[src/rtl/decode_regs.svh]
// named positions, opcode patterns and timing counts for the instruction decoder
`ifndef DECODE_REGS_SVH
`define DECODE_REGS_SVH

// timing
`define OSC_PERIOD_NS 4
`define OSC_PER_INSN 4
`define PHASE_FIRST 2'h0
`define PHASE_RD_SET 2'h0
`define PHASE_WR_SET 2'h2
`define PHASE_LAST 2'h3
`define CYC_ONE 2'h1
`define CYC_TWO 2'h2

// operand fields
`define WORD_W 14
`define F_HI 6
`define F_LO 0
`define D_BIT 7
`define B_HI 9
`define B_LO 7
`define K8_HI 7
`define K11_HI 10
`define PTR_MM_BIT 2
`define PTR_K_BIT 6
`define MM_HI 1
`define MM_LO 0
`define INDIRECT_HI 6
`define INDIRECT_LO 1
`define INDIRECT_BASE 6'h00
`define MASK_ONE 8'h01

// opcode patterns
`define OP_RET_PLAIN 14'h0008
`define OP_RET_INT 14'h0009
`define OP_CALL_ACC 14'h000a
`define OP_JUMP_ACC 14'h000b
`define OP_CALL_TOP 3'h4
`define OP_JUMP_TOP 3'h5
`define OP_RET_LIT 6'h34
`define OP_REL_JUMP 5'h19
`define OP_SKIP_CLR 4'h6
`define OP_SKIP_SET 4'h7
`define OP_DEC_SKIP 6'h0b
`define OP_INC_SKIP 6'h0f
`define OP_PTR_MOVE 10'h001
`define OP_PTR_OFFS 6'h3f
`define OP_BYTE_CLS 2'h0
`define OP_BIT_CLS 2'h1
`define OP_MISC 6'h00
`define OP_BIT_WR 1'h0

`endif

[src/rtl/decode_pkg.sv]
// types shared by the decoder and its cycle timer
package decode_pkg;
    typedef logic [13:0] word_t;
    typedef logic [1:0] cycles_t;
    typedef enum logic [1:0] {
        ST_EXEC = 2'b01,
        ST_FLUSH = 2'b10
    } step_e;
endpackage

[src/rtl/timing_if.sv]
// carrier between the decoder and its cycle timer
`timescale 1ns/10ps
interface timing_if;
    logic [1:0] phase;
    logic remain_zero;
    logic load;
    decode_pkg::cycles_t cycles;
    modport timer (input load, input cycles, output phase, output remain_zero);
    modport core (output load, output cycles, input phase, input remain_zero);
endinterface

[src/rtl/cpu_instruction_decode_timing.sv]
// instruction field decode, cycle count and read-modify-write strobes
`timescale 1ns/10ps
`include "decode_regs.svh"
// Notes on behaviour
// - each 14-bit word carries opcode and all its operands
// - all instructions take one instruction cycle except the listed classes
// - call and accumulator call take two instruction cycles
// - plain return, literal return and interrupt return take two cycles
// - jumps, offset jump, bit skips and count skips take two cycles
// - file address field picks location 0x00 to 0x7f in the bank
// - destination bit 0 writes accumulator, 1 writes the file register
// - bit field picks one bit of an 8-bit file register
// - pointer number field picks pointer 0 or 1
// - mode field picks pre/post increment/decrement pointer update
// - indirect access through a pointer into program memory adds a cycle
// - one instruction cycle is four oscillator clocks
// - file instructions read, modify, then store per opcode or destination
// - the file read happens even for write-only instructions
module cpu_instruction_decode_timing (
    // clocking
    input wire logic clk,
    input wire logic rstn,
    input wire logic ce,
    // fetched word and pointer state from the core
    input wire decode_pkg::word_t instr_word,
    input wire logic [1:0] ptr_in_prog,
    // decoded instruction
    output decode_pkg::word_t instr_q,
    output logic fetch_q,
    output logic [6:0] file_addr_q,
    output logic [2:0] bit_pos_q,
    output logic [7:0] bit_mask_q,
    output logic [7:0] literal_q,
    output logic [10:0] jump_lit_q,
    output logic dest_file_q,
    output logic ptr_num_q,
    output logic [1:0] ptr_mode_q,
    output decode_pkg::cycles_t cycles_q,
    // execution strobes
    output logic flush_q,
    output logic file_rd_q,
    output logic file_wr_q,
    output logic acc_wr_q
);
    timing_if ti ();

    cycle_timer u_timer (
        .clk(clk),
        .rstn(rstn),
        .ce(ce),
        .ti(ti)
    );

    function automatic logic names_file(input decode_pkg::word_t w);
        names_file = (w[13:12] == `OP_BIT_CLS) ||
            ((w[13:12] == `OP_BYTE_CLS) && ((w[13:8] != `OP_MISC) || w[`D_BIT]));
    endfunction

    function automatic logic is_ptr_move(input decode_pkg::word_t w);
        is_ptr_move = (w[13:4] == `OP_PTR_MOVE);
    endfunction

    function automatic logic is_ptr_offs(input decode_pkg::word_t w);
        is_ptr_offs = (w[13:8] == `OP_PTR_OFFS);
    endfunction

    function automatic logic is_two_cycle(input decode_pkg::word_t w);
        is_two_cycle = (w[13:11] == `OP_CALL_TOP) || (w == `OP_CALL_ACC)
            || (w == `OP_RET_PLAIN) || (w == `OP_RET_INT) || (w[13:8] == `OP_RET_LIT)
            || (w[13:11] == `OP_JUMP_TOP) || (w[13:9] == `OP_REL_JUMP)
            || (w == `OP_JUMP_ACC) || (w[13:10] == `OP_SKIP_CLR)
            || (w[13:10] == `OP_SKIP_SET) || (w[13:8] == `OP_DEC_SKIP)
            || (w[13:8] == `OP_INC_SKIP);
    endfunction

    // pointer selected by the word, meaningful only when it uses one
    function automatic logic ptr_of(input decode_pkg::word_t w);
        if (is_ptr_move(w)) begin
            ptr_of = w[`PTR_MM_BIT];
        end else if (is_ptr_offs(w)) begin
            ptr_of = w[`PTR_K_BIT];
        end else begin
            ptr_of = w[`F_LO];
        end
    endfunction

    function automatic logic uses_ptr(input decode_pkg::word_t w);
        uses_ptr = is_ptr_move(w) || is_ptr_offs(w) ||
            (names_file(w) && (w[`INDIRECT_HI:`INDIRECT_LO] == `INDIRECT_BASE));
    endfunction

    decode_pkg::step_e st_q, st_d;
    decode_pkg::word_t instr_d;
    logic fetch_d, flush_d, file_rd_d, file_wr_d, acc_wr_d;
    logic [6:0] file_addr_d;
    logic [2:0] bit_pos_d;
    logic [7:0] bit_mask_d, literal_d;
    logic [10:0] jump_lit_d;
    logic dest_file_d, ptr_num_d, indir_prog_q, indir_prog_d;
    logic [1:0] ptr_mode_d;
    decode_pkg::cycles_t cycles_d;
    logic boundary, xtra;

    always_comb begin
        boundary = (ti.phase == `PHASE_LAST);
        xtra = uses_ptr(instr_word) && ptr_in_prog[ptr_of(instr_word)];
        st_d = st_q;
        instr_d = instr_q;
        file_addr_d = file_addr_q;
        bit_pos_d = bit_pos_q;
        bit_mask_d = bit_mask_q;
        literal_d = literal_q;
        jump_lit_d = jump_lit_q;
        dest_file_d = dest_file_q;
        ptr_num_d = ptr_num_q;
        ptr_mode_d = ptr_mode_q;
        cycles_d = cycles_q;
        indir_prog_d = indir_prog_q;
        fetch_d = 1'b0;
        ti.load = 1'b0;
        ti.cycles = `CYC_ONE;
        if (boundary) begin
            if (ti.remain_zero) begin
                st_d = decode_pkg::ST_EXEC;
                fetch_d = 1'b1;
                instr_d = instr_word;
                file_addr_d = instr_word[`F_HI:`F_LO];
                bit_pos_d = instr_word[`B_HI:`B_LO];
                bit_mask_d = `MASK_ONE << instr_word[`B_HI:`B_LO];
                literal_d = instr_word[`K8_HI:0];
                jump_lit_d = instr_word[`K11_HI:0];
                dest_file_d = instr_word[`D_BIT];
                ptr_num_d = ptr_of(instr_word);
                ptr_mode_d = is_ptr_move(instr_word) ? instr_word[`MM_HI:`MM_LO] : 2'h0;
                indir_prog_d = xtra;
                ti.load = 1'b1;
                ti.cycles = (is_two_cycle(instr_word) ? `CYC_TWO : `CYC_ONE)
                    + {1'b0, xtra};
                cycles_d = ti.cycles;
            end else begin
                st_d = decode_pkg::ST_FLUSH;
            end
        end
        flush_d = (st_d == decode_pkg::ST_FLUSH);
        // strobes only in the executing cycle, never in an added one
        file_rd_d = (st_q == decode_pkg::ST_EXEC) && (ti.phase == `PHASE_RD_SET)
            && names_file(instr_q);
        file_wr_d = 1'b0;
        acc_wr_d = 1'b0;
        if ((st_q == decode_pkg::ST_EXEC) && (ti.phase == `PHASE_WR_SET)) begin
            if (instr_q[13:12] == `OP_BIT_CLS) begin
                file_wr_d = (instr_q[11] == `OP_BIT_WR);
            end else if (names_file(instr_q)) begin
                file_wr_d = instr_q[`D_BIT];
                acc_wr_d = !instr_q[`D_BIT];
            end
        end
    end

    // a freeze on ce holds every strobe as well, so the core sees it again on resume
    always_ff @(posedge clk or negedge rstn) begin
        if (!rstn) begin
            st_q <= decode_pkg::ST_FLUSH;
            instr_q <= 14'h0000;
            fetch_q <= 1'b0;
            file_addr_q <= 7'h00;
            bit_pos_q <= 3'h0;
            bit_mask_q <= 8'h00;
            literal_q <= 8'h00;
            jump_lit_q <= 11'h000;
            dest_file_q <= 1'b0;
            ptr_num_q <= 1'b0;
            ptr_mode_q <= 2'h0;
            cycles_q <= 2'h0;
            indir_prog_q <= 1'b0;
            flush_q <= 1'b1;
            file_rd_q <= 1'b0;
            file_wr_q <= 1'b0;
            acc_wr_q <= 1'b0;
        end else if (ce) begin
            st_q <= st_d;
            instr_q <= instr_d;
            fetch_q <= fetch_d;
            file_addr_q <= file_addr_d;
            bit_pos_q <= bit_pos_d;
            bit_mask_q <= bit_mask_d;
            literal_q <= literal_d;
            jump_lit_q <= jump_lit_d;
            dest_file_q <= dest_file_d;
            ptr_num_q <= ptr_num_d;
            ptr_mode_q <= ptr_mode_d;
            cycles_q <= cycles_d;
            indir_prog_q <= indir_prog_d;
            flush_q <= flush_d;
            file_rd_q <= file_rd_d;
            file_wr_q <= file_wr_d;
            acc_wr_q <= acc_wr_d;
        end
    end

    // a ce freeze may sit between read and write, so remember the read instead of counting ticks
    logic rd_seen_q, rd_seen_d;

    always_comb begin
        rd_seen_d = file_rd_q || (rd_seen_q && !fetch_q);
    end

    always_ff @(posedge clk or negedge rstn) begin
        if (!rstn) begin
            rd_seen_q <= 1'b0;
        end else if (ce) begin
            rd_seen_q <= rd_seen_d;
        end
    end
endmodule // cpu_instruction_decode_timing

[src/rtl/cycle_timer.sv]
// oscillator phase counter and remaining instruction-cycle counter
`timescale 1ns/10ps
`include "decode_regs.svh"
module cycle_timer (
    // clocking
    input wire logic clk,
    input wire logic rstn,
    input wire logic ce,
    // decoder side
    timing_if.timer ti
);
    logic [1:0] phase_q, phase_d;
    logic [1:0] remain_q, remain_d;

    always_comb begin
        phase_d = phase_q + 2'h1;
        remain_d = remain_q;
        if (phase_q == `PHASE_LAST) begin
            if (remain_q != 2'h0) begin
                remain_d = remain_q - 2'h1;
            end else if (ti.load) begin
                remain_d = ti.cycles - `CYC_ONE;
            end
        end
    end

    always_ff @(posedge clk or negedge rstn) begin
        if (!rstn) begin
            phase_q <= 2'h0;
            remain_q <= 2'h0;
        end else if (ce) begin
            phase_q <= phase_d;
            remain_q <= remain_d;
        end
    end

    assign ti.phase = phase_q;
    assign ti.remain_zero = (remain_q == 2'h0);
endmodule // cycle_timer

[config.mk]
export PLATFORM = sky130hd
export DESIGN_NAME = cpu_instruction_decode_timing
export DESIGN_NICKNAME = d
export VERILOG_FILES = /design/src/rtl/decode_pkg.sv /design/src/rtl/timing_if.sv /design/src/rtl/cpu_instruction_decode_timing.sv /design/src/rtl/cycle_timer.sv
export VERILOG_INCLUDE_DIRS = /design/src /design/src/rtl
export SDC_FILE = /design/constraint.sdc
export NUM_CORES = 1
export LEC_CHECK = 0
export BUFFER_PORTS_ARGS = -buffer_cell sky130_fd_sc_hd__buf_2
export CORE_MARGIN = 2
export CORE_UTILIZATION = 51
export DETAILED_ROUTE_END_ITERATION = 8
export GPL_TIMING_DRIVEN = 0
export PLACE_DENSITY = 0.87
export REMOVE_ABC_BUFFERS = 1
export SYNTH_ARGS = -nofsm -noshare
export SYNTH_HDL_FRONTEND = slang
export SYNTH_SLANG_ARGS = --single-unit
[constraint.sdc]
create_clock -name clk -period 3 [get_ports clk]
set_clock_uncertainty 0.15 [all_clocks]
set_input_delay 0.6 -clock clk [delete_from_list [all_inputs] [get_ports clk]]
set_output_delay 0.6 -clock clk [all_outputs]
set_load 0.05 [all_outputs]
==> After elaboration in Yosys (flattened, before gate mapping) <==
Index checks and enable logic that the tools add are counted.
{ "op_classes": {"addsub": 4, "n_reduce_logical": 36, "n_eq_ne": 20, "n_shift": 1, "bitwise_logic": 1, "n_mux": 20, "order_cmp": 1} }
{ "ops": {"columns": ["op", "n"], "rows": [
  ["14-bit by 4-bit == test with 1-bit output (second input constant)", 4],
  ["1-bit logical OR", 17],
  ["2-bit 2-to-1 mux", 8],
  ["6-bit by 4-bit == test with 1-bit output (second input constant)", 2],
  ["6-bit == test (second input constant)", 2],
  ["1-bit 2-to-1 mux", 12],
  ["6-bit nonzero test", 2],
  ["10-bit by 1-bit == test with 1-bit output (second input constant)", 1],
  ["4-bit by 3-bit == test with 1-bit output (second input constant)", 2],
  ["2-bit zero test", 4],
  ["1-bit by 3-bit left shift with 8-bit output (first input constant)", 1],
  ["1-bit logical AND", 7],
  ["2-bit by 1-bit == test with 1-bit output (second input constant)", 3],
  ["2-bit == test (second input constant)", 3],
  ["3-bit == test (second input constant)", 2],
  ["6-bit zero test", 1],
  ["3-bit AND reduction", 2],
  ["5-bit == test (second input constant)", 1],
  ["2-bit nonzero test", 2],
  ["2-bit by 1-bit subtractor with 2-bit output (second input constant)", 2],
  ["2-bit by 1-bit adder with 2-bit output", 1],
  ["2-bit by 1-bit adder with 2-bit output (second input constant)", 1],
  ["1-bit by 2-bit < comparator with 1-bit output (second input constant)", 1],
  ["1-bit zero test", 1],
  ["1-bit inverter", 1]
]} }
{ "word_totals": {"elab_cells": 101, "out_inout_bits": 62, "in_bits": 19, "reg_bits": 68} }

==> Logic depth before layout (Yosys ltp) <==
Gate-level depths: netlist of run 1.
{ "logic_depth": {"word_depth": 19, "depth_mapped": 7, "mapped_depth_nobuf": 7} }

==> Hierarchy <==
From an unflattened synthesis of run 1, not the netlist that was laid out.
{ "unflattened": {"hier_cells": 204, "hier_area_um2": 1994.4} }
{ "modules_own_cells": {"columns": ["mod", "seq_area_each_um2", "instances", "cells_per_inst", "area_each_um2"], "rows": [
  ["cpu_instruction_decode_timing", 853.3, 1, 186, 1800.5],
  ["cycle_timer", 100.1, 1, 18, 193.9]
]} }

==> Worst setup path before layout of run 1 <==
Ideal clock, no wire load.
{ "synth_path": {"path_kind": "input to register", "start": "input instr_word[8]", "end": "register u_timer.remain_q[1]", "arrival_time_ns": 1.950, "required_ns": 2.767, "setup_ns": 0.083, "path_slack_ns": 0.818, "stages": 7, "path_buffers": 0, "path_cell_list": "nor4_1 nand4_1 nor2_1 a211oi_1 ha_1 xor2_1 o21ai_0"} }
{ "synth_via": {"elab_chain_len": 19, "elab_cells_between_ends": 39, "classes_between": "2 x add/sub; 9 x eq/ne; 9 x mux; 19 x reduce/logical"} }
{ "synth_lines": {"columns": ["item", "line", "rtl"], "rows": [
  ["from (decl)", "cpu_instruction_decode_timing.sv:25", "input wire decode_pkg::word_t instr_word,"],
  ["14-bit by 4-bit == test with 1-bit output (no line)", null, null],
  ["1-bit logical OR (11 in a row)", "cpu_instruction_decode_timing.sv:68", "is_two_cycle = (w[13:11] == `OP_CALL_TOP) || (w == `OP_CALL_ACC)"],
  ["2-bit 2-to-1 mux (no line)", null, null],
  ["2-bit by 1-bit adder with 2-bit output (*)", "cpu_instruction_decode_timing.sv:137", "ti.cycles = (is_two_cycle(instr_word) ? `CYC_TWO : `CYC_ONE)"],
  ["2-bit 2-to-1 mux (*)", "cpu_instruction_decode_timing.sv:123", "if (ti.remain_zero) begin"],
  ["2-bit 2-to-1 mux (*)", "cpu_instruction_decode_timing.sv:122", "if (boundary) begin"],
  ["2-bit by 1-bit subtractor with 2-bit output (no line) (*)", null, null],
  ["2-bit 2-to-1 mux (*)", "cycle_timer.sv:21", "end else if (ti.load) begin"],
  ["2-bit 2-to-1 mux (*)", "cycle_timer.sv:19", "if (remain_q != 2'h0) begin"],
  ["to (signal assigned)", "cycle_timer.sv:33", "remain_q <= remain_d;"],
  ["to (decl)", "cycle_timer.sv:13", "logic [1:0] remain_q, remain_d;"]
]} }
Mark *: on every way between the ends. The rest lies on a longest branch, timed or not. The select of a mux whose other input is x is not followed.
A chain may end at the register's enable or synchronous reset.

==> Worst setup path in the final report of run 1 <==
{ "layout_path": {"start": "input instr_word[9]", "end": "register u_timer.remain_q[1]"} }
The elaborated chain is that of the path after synthesis.

==> results.json, run 1 <==
{
  "holdBufCountCts": 0,
  "critical-path-top-delay-family": "simple AND/OR/NAND/NOR gates",
  "num_rows": 22,
  "place_area_um2": 2170,
  "avgRoutedWirePerCell_um": 13.1,
  "cp.depth": 8,
  "synth.avg_cell_area_um2": 9.20,
  "num_vias": 1613,
  "grtUsageMet3_pct": 5.11,
  "grt_first_pass_wirelength_um": 6680,
  "final-hold-violation-count": 0,
  "grt_pass1_vias": 1508,
  "busiest_layer": "met2",
  "worst_pin_slew_ns": 0.851,
  "slew_headroom_pct": 43.2,
  "syn_area_um2": 1960,
  "finish.utilization_pct": 61.7,
  "num_antenna_cells": 0,
  "fin_tns_setup_ns": 0,
  "grt_util_met2_pct": 35.1,
  "viasPerCell": 5.19,
  "htreeDepth": 2,
  "required_ns": 3.00,
  "die_h_um": 66.0,
  "syn2layout_area_growth_pct": 16.2,
  "path_clk_slew_ns": 0.07,
  "synth_seq_cells": 38,
  "critPathMaxFanout": 11,
  "drive_above_1_share_pct": 36.1,
  "yosysSeqAreaShare_pct": 48.7,
  "crit_type": "input port to register",
  "grt.overflow.total": 0,
  "worstPathArrival_ns": 2.31,
  "cts-root-buf": "clkbuf_8",
  "io_buffer_count": 80,
  "tritoncts_num_sinks": 38,
  "clk_path_buf_depth": 2,
  "die_area_um2": 4350,
  "clock_latency_ns": 0.28,
  "status": "finished, final reports clean",
  "cp_slowest_cell": "nor4_1",
  "ctsResizeCount": 0,
  "synthFlopType": "dfrtp_1",
  "critPathCaptureType": "register",
  "use_met1_pct": 24.5,
  "synth_edf_count": 0,
  "core_um2": 3690,
  "cp-start-kind": "input port",
  "fin_crit_sh_pct": 76.9,
  "antenna_found_initial": 0,
  "design_area_um2": 2280,
  "ant_nets": 0,
  "first_pass_iters": 4,
  "drt_iter0_markers": 89,
  "cp_num_buf_inv": 1,
  "gp_congestion": 0.779,
  "worstRegToRegCells": 5,
  "cts_setup_buffers": 0,
  "async_flop_share_pct": 100,
  "cp_cell_sequence": "buf_2 -> nor4_1 -> nand4_1 -> nor2_1 -> a211oi_1 -> ha_1 -> xor2_1 -> o21ai_0",
  "ys_types": 37,
  "grt_max_degree": 40,
  "clock.fmax_mhz": 434,
  "initial_utilization_pct": 53.1,
  "fin_ws_ns": 0.694,
  "synth_area_leaders": "dfrtp_1, buf_4, nand2_1",
  "fill_cells": 343,
  "synth_common_cells": "nand2_1, dfrtp_1, buf_4",
  "numCtsBuffers": 5,
  "period_needed_ns": 2.31,
  "setup_violations": 0,
  "yosysMostFrequentCell": "nand2_1",
  "finalNetCount": 285,
  "max_stage_delay_ns": 0.47,
  "drv_slew": 0,
  "yosysTopAreaCellShare_pct": 46.0,
  "grt_usage_pct": 20.1,
  "synth_cells": 213,
  "maxCapViolCount": 0,
  "grt_setup_unrepaired": "false",
  "dp_slack_ns": 0.404,
  "cts_tree": "done",
  "hold_path.class": "input port to async pin",
  "yosysTopAreaCell": "dfrtp_1",
  "hpwl_um": 3020,
  "die_x_um": 66.0,
  "drc": 0,
  "ys.warnings.count": 0,
  "drt_wl_total_um": 4070,
  "io_pins": 81
}
==> routing by layer <==
metal,part of all wire [%],vias up
met5,0,-
met4,1.4,0
met3,7.5,7
met2,48,69
met1,43,754
li1,-,783
==> area by class of cell <==
class / instances / area (um2) / area share, %
tap: 48 / 60.1 / 2.64
timing repair buffer: 80 / 400 / 17.6
multi-input combinational: 130 / 726 / 31.9
clock buffer: 8 / 110 / 4.84
sequential: 38 / 953 / 41.9
inverter: 7 / 26.3 / 1.15
==> registers in the layout, indices dropped and copies added (netlist names) <==
register / cells
instr_q: 14
bit_mask_q: 8
cycles_q: 2
ptr_mode_q: 2
st_q: 2
u_timer.remain_q: 2
u_timer.ti.phase: 2
acc_wr_q: 1
fetch_q: 1
file_rd_q: 1
file_wr_q: 1
flush_q: 1
ptr_num_q: 1
==> worst reg2reg max path, delay by kind of cell, from the launching register on <==
family | cells | cell delay, ns
simple gates | 2 | 1.01
compound gates | 2 | 0.25
fa+ha+maj | 1 | 0.26
flops | 1 | 0.40
==> kinds of logic (layout without fill, tap and decap cells) <==
family	count (synthesis)	in the layout	synth area share, %
AO/OA/AOI/OAI	33	33	10.9
XOR/XNOR	3	3	1.34
adder cells (fa/ha/maj)	4	4	2.55
buffers and inverters	45	95	15.1
flip-flops	38	38	48.7
multiplexers	5	5	2.68
AND/OR/NAND/NOR	85	85	18.8
==> worst paths after layout <==
path                                            startpoint  slack [ns]                               to
max                                          instr_word[9]        0.69  u_timer.remain_q[1]$_DFFE_PN0P_
max reg2reg                u_timer.ti.phase[0]$_DFFE_PN0P_        0.85            ptr_num_q$_DFFE_PN0P_
min                                                   rstn        0.26        bit_mask_q[5]$_DFFE_PN0P_
min reg2reg                      bit_mask_q[3]$_DFFE_PN0P_        0.32        bit_mask_q[3]$_DFFE_PN0P_
min in group clk                 bit_mask_q[3]$_DFFE_PN0P_        0.32        bit_mask_q[3]$_DFFE_PN0P_
max in group asynchronous                             rstn        1.94           instr_q[5]$_DFFE_PN0P_
==> layout by cell type, fill, tap and decap left out, types with 2 or more instances in the layout <==
cell       n
dfstp_2    2
nand2_1   60
dfrtp_1   36
xor2_1     2
o21ai_0   15
o41ai_1    4
nor3_1     2
o31ai_1    2
mux2_2     2
clkbuf_8   8
nor2_1     8
ha_1       4
a21oi_1    3
nand3_1    3
nor4_1     3
inv_1      7
nand4_1    3
buf_2     80
mux2i_1    3
==> per-stage QoR <==
stage          hold WS, ns  cells
2_1_floorplan        0.154    175
3_3_place_gp         0.307    303
3_5_place_dp         0.315    303
4_1_cts              0.283    311
5_1_grt              0.324    311
6_report             0.257    311
Power of run 1 is not shown: default switching activity piles up to over one toggle a cycle in this logic, so the estimate is an artifact.
==> run 2: changes to the inputs <==
Settings changed: CORE_UTILIZATION 51 to 48, PLACE_DENSITY 0.87 to 0.83.
Clock period 3 ns to 2.3 ns, I/O delays scaled along.
==> results.json, run 2 (synthesis results as in run 1) <==
{
  "setup_violations": 0,
  "cp-startpoint": "u_timer.ti.phase[0]$_DFFE_PN0P_",
  "hpwl_um": 2830,
  "final-hold-violation-count": 0,
  "drv_slew": 0,
  "cts_tree": "done",
  "maxCapViolCount": 0,
  "mostFrequentLayoutCell": "buf_2",
  "numCtsBuffers": 5,
  "tritoncts_num_sinks": 38,
  "fin_crit_sh_pct": 90.3,
  "holdBufCountCts": 0,
  "num_vias": 1605,
  "top_register": "instr_q",
  "num_rows": 23,
  "avgRoutedWirePerCell_um": 12.7,
  "io_buffer_count": 80,
  "slew_headroom_pct": 37.5,
  "die_x_um": 67.9,
  "grt_first_pass_wirelength_um": 6440,
  "finalNetCount": 285,
  "period_needed_ns": 2.08,
  "grt.overflow.total": 0,
  "gp_congestion": 0.729,
  "die_area_um2": 4610,
  "worst_pin_slew_ns": 0.936,
  "critPathMaxFanout": 17,
  "grt_setup_unrepaired": "false",
  "htreeDepth": 2,
  "cts_setup_buffers": 0,
  "viasPerCell": 5.13,
  "reg2reg_from": "u_timer.ti.phase[0]$_DFFE_PN0P_",
  "grt_pass1_vias": 1449,
  "clk_path_buf_depth": 2,
  "grt_usage_pct": 18.9,
  "final_cell_mix": "buf_2, nand2_1, dfrtp_1",
  "reg.largest.list": "instr_q x14, bit_mask_q x8",
  "timing.hold.ws_ns": 0.106,
  "clock_latency_ns": 0.29,
  "drt_iter0_markers": 144,
  "cp-start-kind": "register",
  "io_pins": 81,
  "initial_utilization_pct": 49.3,
  "first_pass_iters": 4,
  "largest_register_ff_count": 14,
  "r2r_setup_slack_ns": 0.22,
  "ant_nets": 0,
  "grt_max_degree": 40,
  "drc": 0,
  "ctsResizeCount": 0,
  "status": "finished, final reports clean",
  "required_ns": 2.37,
  "critPathCaptureType": "register",
  "syn2layout_area_growth_pct": 16.7,
  "drt_wl_total_um": 3980,
  "cts-root-buf": "clkbuf_8",
  "die_h_um": 67.9,
  "crit_type": "register to register",
  "clock.fmax_mhz": 481,
  "antenna_found_initial": 0,
  "worstPathArrival_ns": 2.14,
  "path_clk_slew_ns": 0.07,
  "drive_above_1_share_pct": 36.9,
  "hold_path.class": "input port to async pin",
  "core_um2": 3970,
  "num_antenna_cells": 0
}
## run 2: cell counts in the layout (fill, tap and decap cells not counted)
Identical to the previous run, type by type.
## run 2: layer usage
layer	up-vias	wire length [um]	GRT usage, %
met5	-	0	0
met4	0	54	6.75
met1	738	1780	23.0
li1	786	-	-
met3	7	362	5.26
met2	74	1780	32.0
## run 2: cell type report
type                       count  area (um2)
fill                         365        1680
sequential                    38         953
multi-input combinational    130         734
timing repair buffer          80         400
clock buffer                   8         110
tap                           50        62.6
inverter                       7        26.3
## run 2: worst paths after layout
path | cells past startpoint | end
max | 5 | ptr_num_q$_DFFE_PN0P_
min | 1 | bit_mask_q[5]$_DFFE_PN0P_
max reg2reg | 5 | ptr_num_q$_DFFE_PN0P_
min reg2reg | 2 | bit_mask_q[5]$_DFFE_PN0P_
max in group asynchronous | 1 | cycles_q[1]$_DFFE_PN0P_
min in group clk | 3 | instr_q[3]$_DFFE_PN0P_
## run 2: worst max-delay path, cell delays in order, from the launching register on
cell and delay, ns:
dfrtp_1 0.39, ha_2 0.25, nor4bb_4 0.78, nand2_1 0.18
a2bb2oi_1 0.17, o21ai_0 0.08
## run 2: per-stage QoR
step	worst slack [ns]	instances	area, um2	setup TNS, ns	util [%]
6_report	0.222	313	2290	0	57.6
5_1_grt	0.0378	313	2290	0	57.6
4_1_cts	0.0437	313	2280	0	57.4
3_5_place_dp	-0.178	305	2170	-0.421	54.6
3_3_place_gp	-1.10	305	2150	-15.91	54.2
2_1_floorplan	-0.262	175	1690	-2.43	-
Power of run 2 is left out for the same reason.
==> run 3: changes to the inputs <==
Settings changed: CORE_UTILIZATION 48 to 50, CTS_BUF_LIST set to sky130_fd_sc_hd__clkbuf_2 sky130_fd_sc_hd__clkbuf_4 sky130_fd_sc_hd__clkbuf_8, PLACE_DENSITY 0.83 to 0.85, RECOVER_POWER set to 25, SYNTH_HIERARCHICAL set to 1.
==> results.json, run 3 <==
{
  "die_area_um2": 4510,
  "synth_edf_count": 0,
  "numCtsBuffers": 5,
  "r2r_end": "instr_q[3]$_DFFE_PN0P_",
  "place_area_um2": 2170,
  "hold_path.class": "input port to async pin",
  "io_buffer_count": 80,
  "fin_tns_setup_ns": 0,
  "tritoncts_num_sinks": 38,
  "synthFlopType": "dfrtp_1",
  "io_pins": 81,
  "design_area_um2": 2350,
  "top_register": "instr_q",
  "finalNetCount": 274,
  "die_h_um": 67.2,
  "antenna_found_initial": 0,
  "syn_area_um2": 1990,
  "syn2layout_area_growth_pct": 17.9,
  "viasPerCell": 5.24,
  "drv_slew": 0,
  "yosysTopAreaCell": "dfrtp_1",
  "cts-root-buf": "clkbuf_8",
  "grt_first_pass_wirelength_um": 6490,
  "initial_utilization_pct": 53.3,
  "reg.largest.list": "instr_q x14, bit_mask_q x8",
  "htreeDepth": 2,
  "num_antenna_cells": 0,
  "gp_congestion": 0.806,
  "hpwl_um": 2810,
  "fill_cells": 323,
  "avgRoutedWirePerCell_um": 12.8,
  "fin_ws_ns": 0.0534,
  "holdBufCountCts": 0,
  "num_vias": 1582,
  "critPathMaxFanout": 5,
  "core_um2": 3740,
  "drive_above_1_share_pct": 45.3,
  "worstRegToRegCells": 4,
  "crit_type": "input port to register",
  "status": "finished, final reports clean",
  "clk_path_buf_depth": 2,
  "reg2reg_from": "u_timer/remain_q[1]$_DFFE_PN0P_",
  "slew_headroom_pct": 39.4,
  "grt_usage_pct": 19.2,
  "grt_max_degree": 44,
  "cts_tree": "done",
  "stdcell_count": 302,
  "synth_cells": 204,
  "grt_pass1_vias": 1495,
  "final-hold-violation-count": 0,
  "ys_types": 38,
  "synth_seq_cells": 38,
  "ys.warnings.count": 6,
  "num_rows": 22,
  "worstPathArrival_ns": 2.32,
  "first_pass_iters": 4,
  "ant_nets": 0,
  "async_flop_share_pct": 100,
  "fin_crit_sh_pct": 97.7,
  "drc": 0,
  "required_ns": 2.37,
  "synth_area_leaders": "dfrtp_1, buf_4, nand2_1",
  "dp.cells": 293,
  "r2r_setup_slack_ns": 0.40,
  "yosysSeqAreaShare_pct": 47.8,
  "die_x_um": 67.2,
  "maxCapViolCount": 0,
  "critPathCaptureType": "register",
  "cp-start-kind": "input port",
  "final_cell_mix": "buf_2, dfrtp_1, nand2_1",
  "dp_slack_ns": -0.357,
  "grt.overflow.total": 0,
  "drt_wl_total_um": 3870,
  "yosysMostFrequentCell": "dfrtp_1",
  "clock_latency_ns": 0.29,
  "grt_setup_unrepaired": "true",
  "path_clk_slew_ns": 0.07,
  "drt_iter0_markers": 83,
  "largest_register_ff_count": 14,
  "synth_common_cells": "dfrtp_1, nand2_1, buf_4",
  "setup_violations": 0,
  "synth.avg_cell_area_um2": 9.78,
  "worst_pin_slew_ns": 0.909,
  "clock.fmax_mhz": 445,
  "yosysTopAreaCellShare_pct": 45.2,
  "period_needed_ns": 2.25,
  "mostFrequentLayoutCell": "buf_2"
}
## run 3: cell types whose count changed in the layout (fill, tap and decap cells not counted), moves of 3 or more
cell / change
mux2_2: +8
buf_2: -4
nand2_1: -28
nand3_1: +5
o22ai_1: +3
clkbuf_8: -3
nand4_1: -3
## run 3: metrics by stage
step	utilization, %	hold slack [ns]
2_1_floorplan	-	0.0144
5_1_grt	62.8	0.212
4_1_cts	61.0	0.132
3_3_place_gp	58.1	0.306
3_5_place_dp	58.1	0.315
6_report	62.8	0.135
## run 3: layout make-up
| cell class | count | area, um2 | share of cell area [%] |
|---|---|---|---|
| Tap cell | 48 | 60.1 | 2.55 |
| Timing Repair Buffer | 81 | 419 | 17.8 |
| Clock buffer | 5 | 68.8 | 2.93 |
| Sequential cell | 38 | 953 | 40.6 |
| Inverter | 9 | 33.8 | 1.44 |
| Clock inverter | 3 | 40.0 | 1.70 |
| Multi-Input combinational cell | 118 | 776 | 33.0 |
## run 3: worst max path at each step
stage	start	depth (start not counted)	slack, ns	endpoint
CTS	instr_word[8]	11	0.002	u_timer/remain_q[1]$_DFFE_PN0P_
global placement	instr_word[9]	11	-0.31	u_timer/remain_q[1]$_DFFE_PN0P_
detailed placement	instr_word[8]	11	-0.36	u_timer/remain_q[1]$_DFFE_PN0P_
global route	instr_word[10]	11	-0.03	u_timer/remain_q[1]$_DFFE_PN0P_
floorplan	instr_q[7]$_DFFE_PN0P_	4	-0.26	file_wr_q$_DFFE_PN0P_
finish	instr_word[12]	11	0.05	u_timer/remain_q[1]$_DFFE_PN0P_
## run 3: worst max-delay path, stage by stage
cell,delay [ns]
buf_2,0.14
nand2_2,0.09
nor3_4,0.27
mux2_4,0.32
o22ai_1,0.15
a22oi_1,0.10
ha_1,0.20
nor2b_1,0.21
xnor2_2,0.14
nand3b_1,0.09
o21ai_1,0.12
## run 3: what timing repair did
item	in CTS	in global routing
pin swaps	1	6
buffers inserted	0	1
hold endpoints to repair	0	0
endpoints found under the setup margin	1	4
resized for setup	0	16
## run 3: per-layer routing
layer / GRT usage (%) / up-vias / share of wire [%]
met4: 9.69 / 0 / 2.5
met1: 22.9 / 735 / 43
met3: 3.50 / 9 / 8.0
li1: - / 759 / -
met5: 0 / - / 0
met2: 33.0 / 79 / 47
## run 3: cell families after synthesis
| group | synth area share, % |
|---|---|
| AOI/OAI and AO/OA | 11.0 |
| xor gates and xnor gates | 0.878 |
| adders and majority gates | 1.25 |
| buffers and inverters | 15.7 |
| DFF | 47.8 |
| muxes | 6.71 |
| and+or+nand+nor | 16.6 |
Power of run 3 is left out for the same reason.
